File: src/rtl/pis_map.svh
// Offsets, field positions, reset values and fixed codes of the paged
// identity and status register bank.
// Assumes the includer compares offsets against an 8-bit byte address.
`ifndef PIS_MAP_SVH
`define PIS_MAP_SVH

// ****************************************
// Register offsets within a page
// ****************************************
`define PIS_OFF_PAGE 8'h01
`define PIS_OFF_PART_LO 8'h02
`define PIS_OFF_PART_HI 8'h03
`define PIS_OFF_SPEED 8'h04
`define PIS_OFF_SREV 8'h05
`define PIS_OFF_TOOL0 8'h06
`define PIS_OFF_TOOL1 8'h07
`define PIS_OFF_TOOL2 8'h08
`define PIS_OFF_TEMP 8'h09
`define PIS_OFF_PKG 8'h0A
`define PIS_OFF_TADDR 8'h0B
`define PIS_OFF_STATUS 8'h0C
`define PIS_OFF_FLAGS 8'h11
`define PIS_OFF_MASK 8'h17
`define PIS_PAGE_ZERO 8'h00

// ****************************************
// Status and flag bit positions
// ****************************************
`define PIS_BIT_CAL 0
`define PIS_BIT_LOSS 1
`define PIS_BIT_LOCK 3
`define PIS_BIT_TMO 5
`define PIS_FLAG_BITS 8'h2B

// ****************************************
// Reset values
// ****************************************
`define PIS_RST_PAGE 8'h00
`define PIS_RST_TOOL 8'h00
`define PIS_RST_TEMP 8'h00
`define PIS_RST_PKG 8'h01
`define PIS_RST_TADDR 8'h68
`define PIS_RST_MASK 8'hC0
`define PIS_READ_ZERO 8'h00

`endif

File: src/rtl/pis_pkg.sv
// Types shared by the paged identity and status register bank.
// Assumes nothing of its surroundings.
package pis_pkg;
   typedef logic [7:0] pis_byte_t;
   typedef logic [6:0] pis_bus_addr_t;
endpackage

File: src/rtl/pis_byte_reg.sv
// One host-writable byte register with a reset value.
// Assumes a synchronous, active-high reset and a one-cycle write strobe.
module pis_byte_reg import pis_pkg::*; #(
   parameter pis_byte_t RESET = 8'h00
) (
   // Clock and reset
   input wire logic clk,
   input wire logic rst,
   // Write side
   input wire logic we,
   input wire pis_byte_t wdata,
   // Stored value
   output pis_byte_t q
);
   pis_byte_t q_r;
   pis_byte_t q_nxt;

   // Hold unless written
   always_comb begin
      q_nxt = we ? wdata : q_r;
   end

   always_ff @(posedge clk) begin
      if (rst) begin
         q_r <= RESET;
      end else begin
         q_r <= q_nxt;
      end
   end

   assign q = q_r;
endmodule

File: src/rtl/pis_regbank.sv
// Page-zero register bank: page select, identity codes, tool version,
// target address, live internal status, sticky flags and their masks.
// Assumes a serial host engine presents byte accesses one per cycle at most,
// never a read and a write in the same cycle; status inputs are synchronous.
//
// Behaviour
// Page select sits at offset 0x01 of every page; read returns it, write sets it.
// Page select is eight bits, 7:0, reaching any of 256 pages.
// Read-only 16-bit base part identifier, four BCD digits, low byte first.
// Read-only speed class byte, 0..3 meaning A..D.
// Read-only silicon revision byte, 0 meaning A, upward.
// Writable tool version fields spread over three bytes.
// Target address bits 6:2 from register, bits 1:0 from address-select pins.
// Target address register is excluded from nonvolatile burning.
// Status bit 0 high while internal calibration runs.
// Status bit 1 high while the reference input shows no signal.
// Status bit 3 high while locking to the reference input fails.
// Status bit 5 high on a serial bus timeout error.
// Each status bit has a sticky flag, cleared by writing zero.
// A set mask bit keeps its flag from driving the interrupt.
// Page select is zero after reset.
module pis_regbank import pis_pkg::*; #(
   // Identity codes; values arbitrary
   parameter logic [15:0] BASE_PART = 16'h1234,
   parameter pis_byte_t SPEED_CLASS = 8'h00,
   parameter pis_byte_t SILICON_REV = 8'h00
) (
   // Clock and reset
   input wire logic clk,
   input wire logic rst,
   // Byte access from the serial host engine
   input wire pis_byte_t reg_addr,
   input wire logic reg_wr,
   input wire logic reg_rd,
   input wire pis_byte_t reg_wdata,
   output pis_byte_t reg_rdata,
   output logic reg_rvalid,
   output logic reg_burnable,
   // Bus address straps and result
   input wire logic address_select_pin_high,
   input wire logic address_select_pin_low,
   output pis_bus_addr_t bus_addr,
   // Live internal conditions
   input wire logic system_calibration_busy,
   input wire logic ref_input_signal_loss,
   input wire logic ref_input_lock_error,
   input wire logic smbus_timeout,
   // Page and interrupt
   output pis_byte_t page_sel,
   output logic irq_n
);
`include "pis_map.svh"

   // ****************************************
   // Decode
   // ****************************************
   logic pg0;
   logic wr0;
   pis_byte_t page_q;
   pis_byte_t tool0_q;
   pis_byte_t tool1_q;
   pis_byte_t tool2_q;
   pis_byte_t temp_q;
   pis_byte_t pkg_q;
   pis_byte_t taddr_q;
   pis_byte_t mask_q;
   pis_byte_t status_vec;
   pis_byte_t flag_vec;
   pis_byte_t flag_clr;

   // Page-zero registers answer only while page zero is selected
   assign pg0 = (page_q == `PIS_PAGE_ZERO);
   assign wr0 = reg_wr && pg0;

   // ****************************************
   // Writable bytes
   // ****************************************
   // Page select answers on every page, full byte wide, zero out of reset
   pis_byte_reg #(.RESET(`PIS_RST_PAGE)) u_page (
      .clk(clk),
      .rst(rst),
      .we(reg_wr && reg_addr == `PIS_OFF_PAGE),
      .wdata(reg_wdata),
      .q(page_q)
   );

   // Tool version: special/revision, minor low, minor high/major/tool
   pis_byte_reg #(.RESET(`PIS_RST_TOOL)) u_tool0 (
      .clk(clk),
      .rst(rst),
      .we(wr0 && reg_addr == `PIS_OFF_TOOL0),
      .wdata(reg_wdata),
      .q(tool0_q)
   );

   pis_byte_reg #(.RESET(`PIS_RST_TOOL)) u_tool1 (
      .clk(clk),
      .rst(rst),
      .we(wr0 && reg_addr == `PIS_OFF_TOOL1),
      .wdata(reg_wdata),
      .q(tool1_q)
   );

   pis_byte_reg #(.RESET(`PIS_RST_TOOL)) u_tool2 (
      .clk(clk),
      .rst(rst),
      .we(wr0 && reg_addr == `PIS_OFF_TOOL2),
      .wdata(reg_wdata),
      .q(tool2_q)
   );

   // Temperature class and package code are plain stored bytes
   pis_byte_reg #(.RESET(`PIS_RST_TEMP)) u_temp (
      .clk(clk),
      .rst(rst),
      .we(wr0 && reg_addr == `PIS_OFF_TEMP),
      .wdata(reg_wdata),
      .q(temp_q)
   );

   pis_byte_reg #(.RESET(`PIS_RST_PKG)) u_pkg (
      .clk(clk),
      .rst(rst),
      .we(wr0 && reg_addr == `PIS_OFF_PKG),
      .wdata(reg_wdata),
      .q(pkg_q)
   );

   // Target address, seven bits kept; bit 7 dropped on write
   pis_byte_reg #(.RESET(`PIS_RST_TADDR)) u_taddr (
      .clk(clk),
      .rst(rst),
      .we(wr0 && reg_addr == `PIS_OFF_TADDR),
      .wdata({1'b0, reg_wdata[6:0]}),
      .q(taddr_q)
   );

   // Interrupt masks; the two top bits come up set
   pis_byte_reg #(.RESET(`PIS_RST_MASK)) u_mask (
      .clk(clk),
      .rst(rst),
      .we(wr0 && reg_addr == `PIS_OFF_MASK),
      .wdata(reg_wdata),
      .q(mask_q)
   );

   assign page_sel = page_q;

   // ****************************************
   // Live status and sticky flags
   // ****************************************
   // Unused status positions read as zero
   always_comb begin
      status_vec = '0;
      status_vec[`PIS_BIT_CAL] = system_calibration_busy;
      status_vec[`PIS_BIT_LOSS] = ref_input_signal_loss;
      status_vec[`PIS_BIT_LOCK] = ref_input_lock_error;
      status_vec[`PIS_BIT_TMO] = smbus_timeout;
   end

   // Writing 0 clears a flag, writing 1 leaves it alone
   assign flag_clr = (wr0 && reg_addr == `PIS_OFF_FLAGS) ? (~reg_wdata & `PIS_FLAG_BITS) : '0;

   pis_sticky #(.W(8)) u_flags (
      .clk(clk),
      .rst(rst),
      .set_in(status_vec),
      .clr_in(flag_clr),
      .flag(flag_vec)
   );

   // Any unmasked flag pulls the interrupt low
   assign irq_n = ~|(flag_vec & ~mask_q);

   // Nonvolatile burn must skip the target address byte
   assign reg_burnable = !(pg0 && reg_addr == `PIS_OFF_TADDR);

   // ****************************************
   // Read path and bus address
   // ****************************************
   pis_byte_t rdata_r;
   pis_byte_t rdata_nxt;
   logic rvalid_r;
   logic rvalid_nxt;
   pis_bus_addr_t baddr_r;
   pis_bus_addr_t baddr_nxt;

   // Read mux; other pages only show their page select, the rest reads zero
   always_comb begin
      rdata_nxt = rdata_r;
      rvalid_nxt = reg_rd;
      baddr_nxt = {taddr_q[6:2], address_select_pin_high, address_select_pin_low};
      if (reg_rd) begin
         rdata_nxt = `PIS_READ_ZERO;
         if (reg_addr == `PIS_OFF_PAGE) begin
            rdata_nxt = page_q;
         end else if (pg0) begin
            case (reg_addr)
               `PIS_OFF_PART_LO: rdata_nxt = BASE_PART[7:0];
               `PIS_OFF_PART_HI: rdata_nxt = BASE_PART[15:8];
               `PIS_OFF_SPEED: rdata_nxt = SPEED_CLASS;
               `PIS_OFF_SREV: rdata_nxt = SILICON_REV;
               `PIS_OFF_TOOL0: rdata_nxt = tool0_q;
               `PIS_OFF_TOOL1: rdata_nxt = tool1_q;
               `PIS_OFF_TOOL2: rdata_nxt = tool2_q;
               `PIS_OFF_TEMP: rdata_nxt = temp_q;
               `PIS_OFF_PKG: rdata_nxt = pkg_q;
               `PIS_OFF_TADDR: rdata_nxt = taddr_q;
               `PIS_OFF_STATUS: rdata_nxt = status_vec;
               `PIS_OFF_FLAGS: rdata_nxt = flag_vec;
               `PIS_OFF_MASK: rdata_nxt = mask_q;
               default: rdata_nxt = `PIS_READ_ZERO;
            endcase
         end
      end
   end

   // Registered read data keeps the serial shifter free of mux glitches
   always_ff @(posedge clk) begin
      if (rst) begin
         rdata_r <= `PIS_READ_ZERO;
         rvalid_r <= 1'b0;
         baddr_r <= '0;
      end else begin
         rdata_r <= rdata_nxt;
         rvalid_r <= rvalid_nxt;
         baddr_r <= baddr_nxt;
      end
   end

   assign reg_rdata = rdata_r;
   assign reg_rvalid = rvalid_r;
   assign bus_addr = baddr_r;

   // ****************************************
   // Checks
   // ****************************************
   property p_page_write;
      @(posedge clk) disable iff (rst)
      (reg_wr && reg_addr == `PIS_OFF_PAGE) |=> (page_sel == $past(reg_wdata));
   endproperty
   a_page_write: assert property (p_page_write) else $error("page select missed write");

   property p_page_read;
      @(posedge clk) disable iff (rst)
      (reg_rd && reg_addr == `PIS_OFF_PAGE) |=> (reg_rvalid && reg_rdata == $past(page_sel));
   endproperty
   a_page_read: assert property (p_page_read) else $error("page readback wrong");

   property p_part_id;
      @(posedge clk) disable iff (rst)
      (reg_rd && pg0 && reg_addr == `PIS_OFF_PART_HI) |=> (reg_rdata == BASE_PART[15:8]);
   endproperty
   a_part_id: assert property (p_part_id) else $error("part id high byte wrong");

   property p_speed;
      @(posedge clk) disable iff (rst)
      (reg_rd && pg0 && reg_addr == `PIS_OFF_SPEED) |=> (reg_rdata == SPEED_CLASS);
   endproperty
   a_speed: assert property (p_speed) else $error("speed class wrong");

   property p_srev;
      @(posedge clk) disable iff (rst)
      (reg_rd && pg0 && reg_addr == `PIS_OFF_SREV) |=> (reg_rdata == SILICON_REV);
   endproperty
   a_srev: assert property (p_srev) else $error("silicon revision wrong");

   property p_tool;
      @(posedge clk) disable iff (rst)
      (wr0 && reg_addr == `PIS_OFF_TOOL2) |=> (tool2_q == $past(reg_wdata));
   endproperty
   a_tool: assert property (p_tool) else $error("tool version byte not stored");

   property p_bus_addr;
      @(posedge clk) disable iff (rst)
      !$past(rst) |-> (bus_addr == {$past(taddr_q[6:2]), $past(address_select_pin_high),
                                    $past(address_select_pin_low)});
   endproperty
   a_bus_addr: assert property (p_bus_addr) else $error("bus address composition wrong");

   property p_burn;
      @(posedge clk) disable iff (rst)
      (pg0 && reg_addr == `PIS_OFF_TADDR) |-> !reg_burnable;
   endproperty
   a_burn: assert property (p_burn) else $error("target address marked burnable");

   property p_status_read;
      @(posedge clk) disable iff (rst)
      (reg_rd && pg0 && reg_addr == `PIS_OFF_STATUS) |=>
         (reg_rdata[0] == $past(system_calibration_busy) && reg_rdata[5] == $past(smbus_timeout));
   endproperty
   a_status_read: assert property (p_status_read) else $error("status byte wrong");

   property p_flag_set;
      @(posedge clk) disable iff (rst)
      ref_input_signal_loss |=> flag_vec[1];
   endproperty
   a_flag_set: assert property (p_flag_set) else $error("loss flag not latched");

   property p_irq;
      @(posedge clk) disable iff (rst)
      (flag_vec[3] && !mask_q[3]) |-> !irq_n;
   endproperty
   a_irq: assert property (p_irq) else $error("unmasked flag did not raise interrupt");

   property p_irq_quiet;
      @(posedge clk) disable iff (rst)
      ((flag_vec & ~mask_q) == 8'h00) |-> irq_n;
   endproperty
   a_irq_quiet: assert property (p_irq_quiet) else $error("masked flag raised interrupt");

   property p_reset_page;
      @(posedge clk) disable iff (rst)
      $fell(rst) |-> (page_sel == `PIS_RST_PAGE);
   endproperty
   a_reset_page: assert property (p_reset_page) else $error("page not zero after reset");

   // A latched flag may only drop through a host clear
   property p_flag_hold;
      @(posedge clk) disable iff (rst)
      1'b1 |=> ((flag_vec & $past(flag_vec & ~flag_clr)) == $past(flag_vec & ~flag_clr));
   endproperty
   a_flag_hold: assert property (p_flag_hold) else $error("sticky flag dropped without a clear");

   property p_flag_clear;
      @(posedge clk) disable iff (rst)
      (flag_clr != 8'h00) |=> ((flag_vec & $past(flag_clr & ~status_vec)) == 8'h00);
   endproperty
   a_flag_clear: assert property (p_flag_clear) else $error("flag survived a clear");

   property p_rvalid;
      @(posedge clk) disable iff (rst)
      1'b1 |=> (reg_rvalid == $past(reg_rd));
   endproperty
   a_rvalid: assert property (p_rvalid) else $error("read valid not one cycle after strobe");

   property p_hidden;
      @(posedge clk) disable iff (rst)
      (reg_rd && !pg0 && reg_addr != `PIS_OFF_PAGE) |=> (reg_rdata == `PIS_READ_ZERO);
   endproperty
   a_hidden: assert property (p_hidden) else $error("page-zero byte visible on another page");

   property p_taddr_store;
      @(posedge clk) disable iff (rst)
      (wr0 && reg_addr == `PIS_OFF_TADDR) |=> (taddr_q == {1'b0, $past(reg_wdata[6:0])});
   endproperty
   a_taddr_store: assert property (p_taddr_store) else $error("target address byte not stored");
endmodule

File: src/rtl/pis_sticky.sv
// Bank of sticky flags: set by a live level, cleared by the host.
// Assumes set and clear are sampled on the same clock edge.
module pis_sticky #(
   parameter int W = 8
) (
   // Clock and reset
   input wire logic clk,
   input wire logic rst,
   // Events and clears
   input wire logic [W-1:0] set_in,
   input wire logic [W-1:0] clr_in,
   // Latched flags
   output logic [W-1:0] flag
);
   logic [W-1:0] flag_r;
   logic [W-1:0] flag_nxt;

   // Set wins over a clear in the same cycle, so no event is lost
   always_comb begin
      flag_nxt = (flag_r & ~clr_in) | set_in;
   end

   always_ff @(posedge clk) begin
      if (rst) begin
         flag_r <= '0;
      end else begin
         flag_r <= flag_nxt;
      end
   end

   assign flag = flag_r;
endmodule

File: config.mk
export PLATFORM = sky130hd
export DESIGN_NAME = pis_regbank
export DESIGN_NICKNAME = d
export VERILOG_FILES = /design/src/rtl/pis_pkg.sv /design/src/rtl/pis_byte_reg.sv /design/src/rtl/pis_regbank.sv /design/src/rtl/pis_sticky.sv
export VERILOG_INCLUDE_DIRS = /design/src /design/src/rtl
export SDC_FILE = /design/constraint.sdc
export NUM_CORES = 1
export LEC_CHECK = 0
export BUFFER_PORTS_ARGS = -buffer_cell sky130_fd_sc_hd__buf_2
export CAP_MARGIN = 30
export CORE_UTILIZATION = 35
export CTS_CLUSTER_SIZE = 10
export DETAILED_ROUTE_END_ITERATION = 10
export GPL_TIMING_DRIVEN = 1
export SKIP_CTS_REPAIR_TIMING = 1
export SYNTH_ARGS = -nofsm -noshare
export SYNTH_HDL_FRONTEND = slang
export SYNTH_SLANG_ARGS = --single-unit
export TNS_END_PERCENT = 30
File: constraint.sdc
create_clock -name clk -period 5.9 [get_ports clk]
set_input_delay 1.77 -clock clk [delete_from_list [all_inputs] [get_ports clk]]
set_output_delay 1.77 -clock clk [all_outputs]
set_load 0.02 [all_outputs]
==> impl_metrics.ini <==
[status]
status = complete, no violations

[synth]
synth_compound_area_frac = 0.122
netlist_instances = 423
yosysMostFrequentCell = dfxtp_1
yosys_warnings = 0
synth_ff_type = dfxtp_1
synth_area_um2 = 3960
async_flop_share = 0
syn_nets = 449
synth_top_cell_by_area = dfxtp_1
synthAdderAreaFrac = 0
ys_seq_area_frac = 0.420
synthTopCellsByCount = 83 x dfxtp_1, 71 x nor2_1, 59 x mux2i_1, 23 x clkbuf_1, 20 x nor2b_1
synth_mux_area_frac = 0.172
synthDistinctLibCells = 56
synth_xor_area_frac = 0
synth_top_area_share = 0.420
synth_area_leaders = dfxtp_1 42%, mux2i_1 15%, nor2_1 6.7%
synth-seq-cells = 83
synth_edf_count = 0
synth_top_family_by_area = simple AND/OR/NAND/NOR gates
postSynthAreaPerCell_um2 = 9.35
synth-simple-area-share = 0.242

[routing]
wire_per_inst_um = 18.4
vias_per_cell = 5.45
antenna_left = 0
dr_total_vias = 3275
wirelength_mm = 11.1
drt_iter0_markers = 299
drtPass1Iterations = 5
drc_errors = 0

[worst_setup_path]
rrSetupSlack_ns = 3.38
critPathKind = in2out
worstSetupStartpointType = primary input
cp.required_ns = 4.13
crit_arrival_ns = 3.35
cp_max_fo = 23
r2r-start = u_page.q[5]$_SDFFE_PP0P_
endpoint_kind = primary output
crit_start = reg_addr[4]

[finish]
fillCellCount = 1090
n_antenna_cell = 0
drive_gt1_frac = 0.202
nNetsFinal = 482
areaGrowthSynthToFinish_pct = 17.2

[clocking]
ctsHtreeMaxLevel = 3
cts.clk_slew.worst_paths_ns = 0.06
cts.sinks = 83
cts_root_buf = clkbuf_16
cts_tree = yes
clkLatencyLatePin_ns = 0.34
cts-buffers-inserted = 9
clockBufferDepth = 2

[power_and_ir_drop]
power.leakage_nw = 1.72
irDropWorstVdd_v = 0.000135
power_density_nw_per_um2 = 281

[timing]
max_freq_ghz = 0.195
setup_ws_ns = 0.783
tns_ns = 0
slew_headroom = 0.441
drv_slew = 0
worst_pin_slew_ns = 0.839
min_period_over_period = 0.867
fin_crit_ns = 5.12
rsz0062_at_grt = false
hold_violations = 0
fin_skew_ns = 0.0114
setup_viol = 0

[placement]
hpwl_mm = 7.72
portBuffers = 51
place.gp.congestion = 0.885
place_worst_setup_slack_ns = 0.795

[worst_hold_path]
hold_path.class = reg2reg
holdCritStartpoint = u_taddr.q[3]$_SDFFE_PP1P_

[global_route]
antenna_found_initial = 0
grt_pass1_wl_mm = 17.5
grt_max_degree = 84
grt_pass1_vias = 3142
grt.total_usage = 0.202
gr-total-overflow = 0

[die]
rows = 38
initial_core_util = 0.362
die_w_um = 108
die_area_um2 = 11700
die_y_um = 108
io-pin-count = 52
coreArea_um2 = 10900

[flow_run]
maxCapViolCount = 0
[logic make-up after synthesis]
kind of cell / count (synthesis)
AOI/OAI and AO/OA: 66
buffers and inverters: 43
DFF: 83
muxes: 67
and+or+nand+nor: 164
[cells in the final DEF (no fill, tap or decap), types with 8 or more instances in the layout]
master     synthesis  routed
a21oi_1           14      14
a22oi_1           10      10
buf_2             11      51
clkbuf_16          0       9
dfxtp_1           83      83
inv_1              9       9
mux2_2             8       8
mux2i_1           59      59
nand2_1           10      10
nand3_1            9       9
nor2_1            71      71
nor2b_1           20      20
[layer usage]
metal	GRT usage	up-vias	part of all wire
li1	-	1590	-
met1	0.264	1602	0.48
met2	0.325	72	0.47
met3	0.0476	11	0.038
met4	0.0685	0	0.016
met5	0	-	0
[layout make-up]
cell class	count	area (µm²)	area share
clock buffer	13	280	0.0604
clock inverter	3	67.6	0.0146
inverter	9	33.8	0.00729
multi-input combinational	297	2130	0.458
sequential	83	1660	0.358
tap	140	175	0.0378
timing repair buffer	56	293	0.0631
[state kept, by name (all words and copies together), names as in the netlist]
name / cells
u_flags.flag: 4
u_taddr.q: 7
u_tool1.q: 8
u_tool0.q: 8
u_temp.q: 8
reg_rvalid: 1
bus_addr: 7
reg_rdata: 8
u_pkg.q: 8
u_mask.q: 8
u_page.q: 8
u_tool2.q: 8
[power breakdown]
part | internal [mW] | switching [mW] | leakage [nW]
Combinational | 0.0291 | 0.0664 | 0.876
Clock | 0.417 | 0.221 | 0.168
Sequential | 0.567 | 0.00357 | 0.673
[stage by stage]
step	area, µm²	util	hold WS, ns	power (mW)	std cells
floorplan	3960	-	0.447	0.645	423
global placement	4290	0.392	0.466	0.677	585
detailed placement	4290	0.392	0.475	0.679	585
CTS	4640	0.424	0.484	1.31	601
global route	4640	0.424	0.499	1.35	601
finish	4640	0.424	0.484	1.30	601
[final timing paths]
check | to | depth (start not counted)
setup / recovery | reg_burnable | 5
hold / removal | bus_addr[3]$_SDFF_PP0_ | 1
setup reg to reg | u_pkg.q[0]$_SDFFE_PP1P_ | 6
hold reg to reg | bus_addr[3]$_SDFF_PP0_ | 1
[worst max-delay path, stage by stage]
cell	delay, ns
buf_2	0.25
nor4_4	0.57
nand2_4	0.18
or3_1	0.40
buf_2	0.17
No activity file was read; power rests on OpenSTA's default activity.
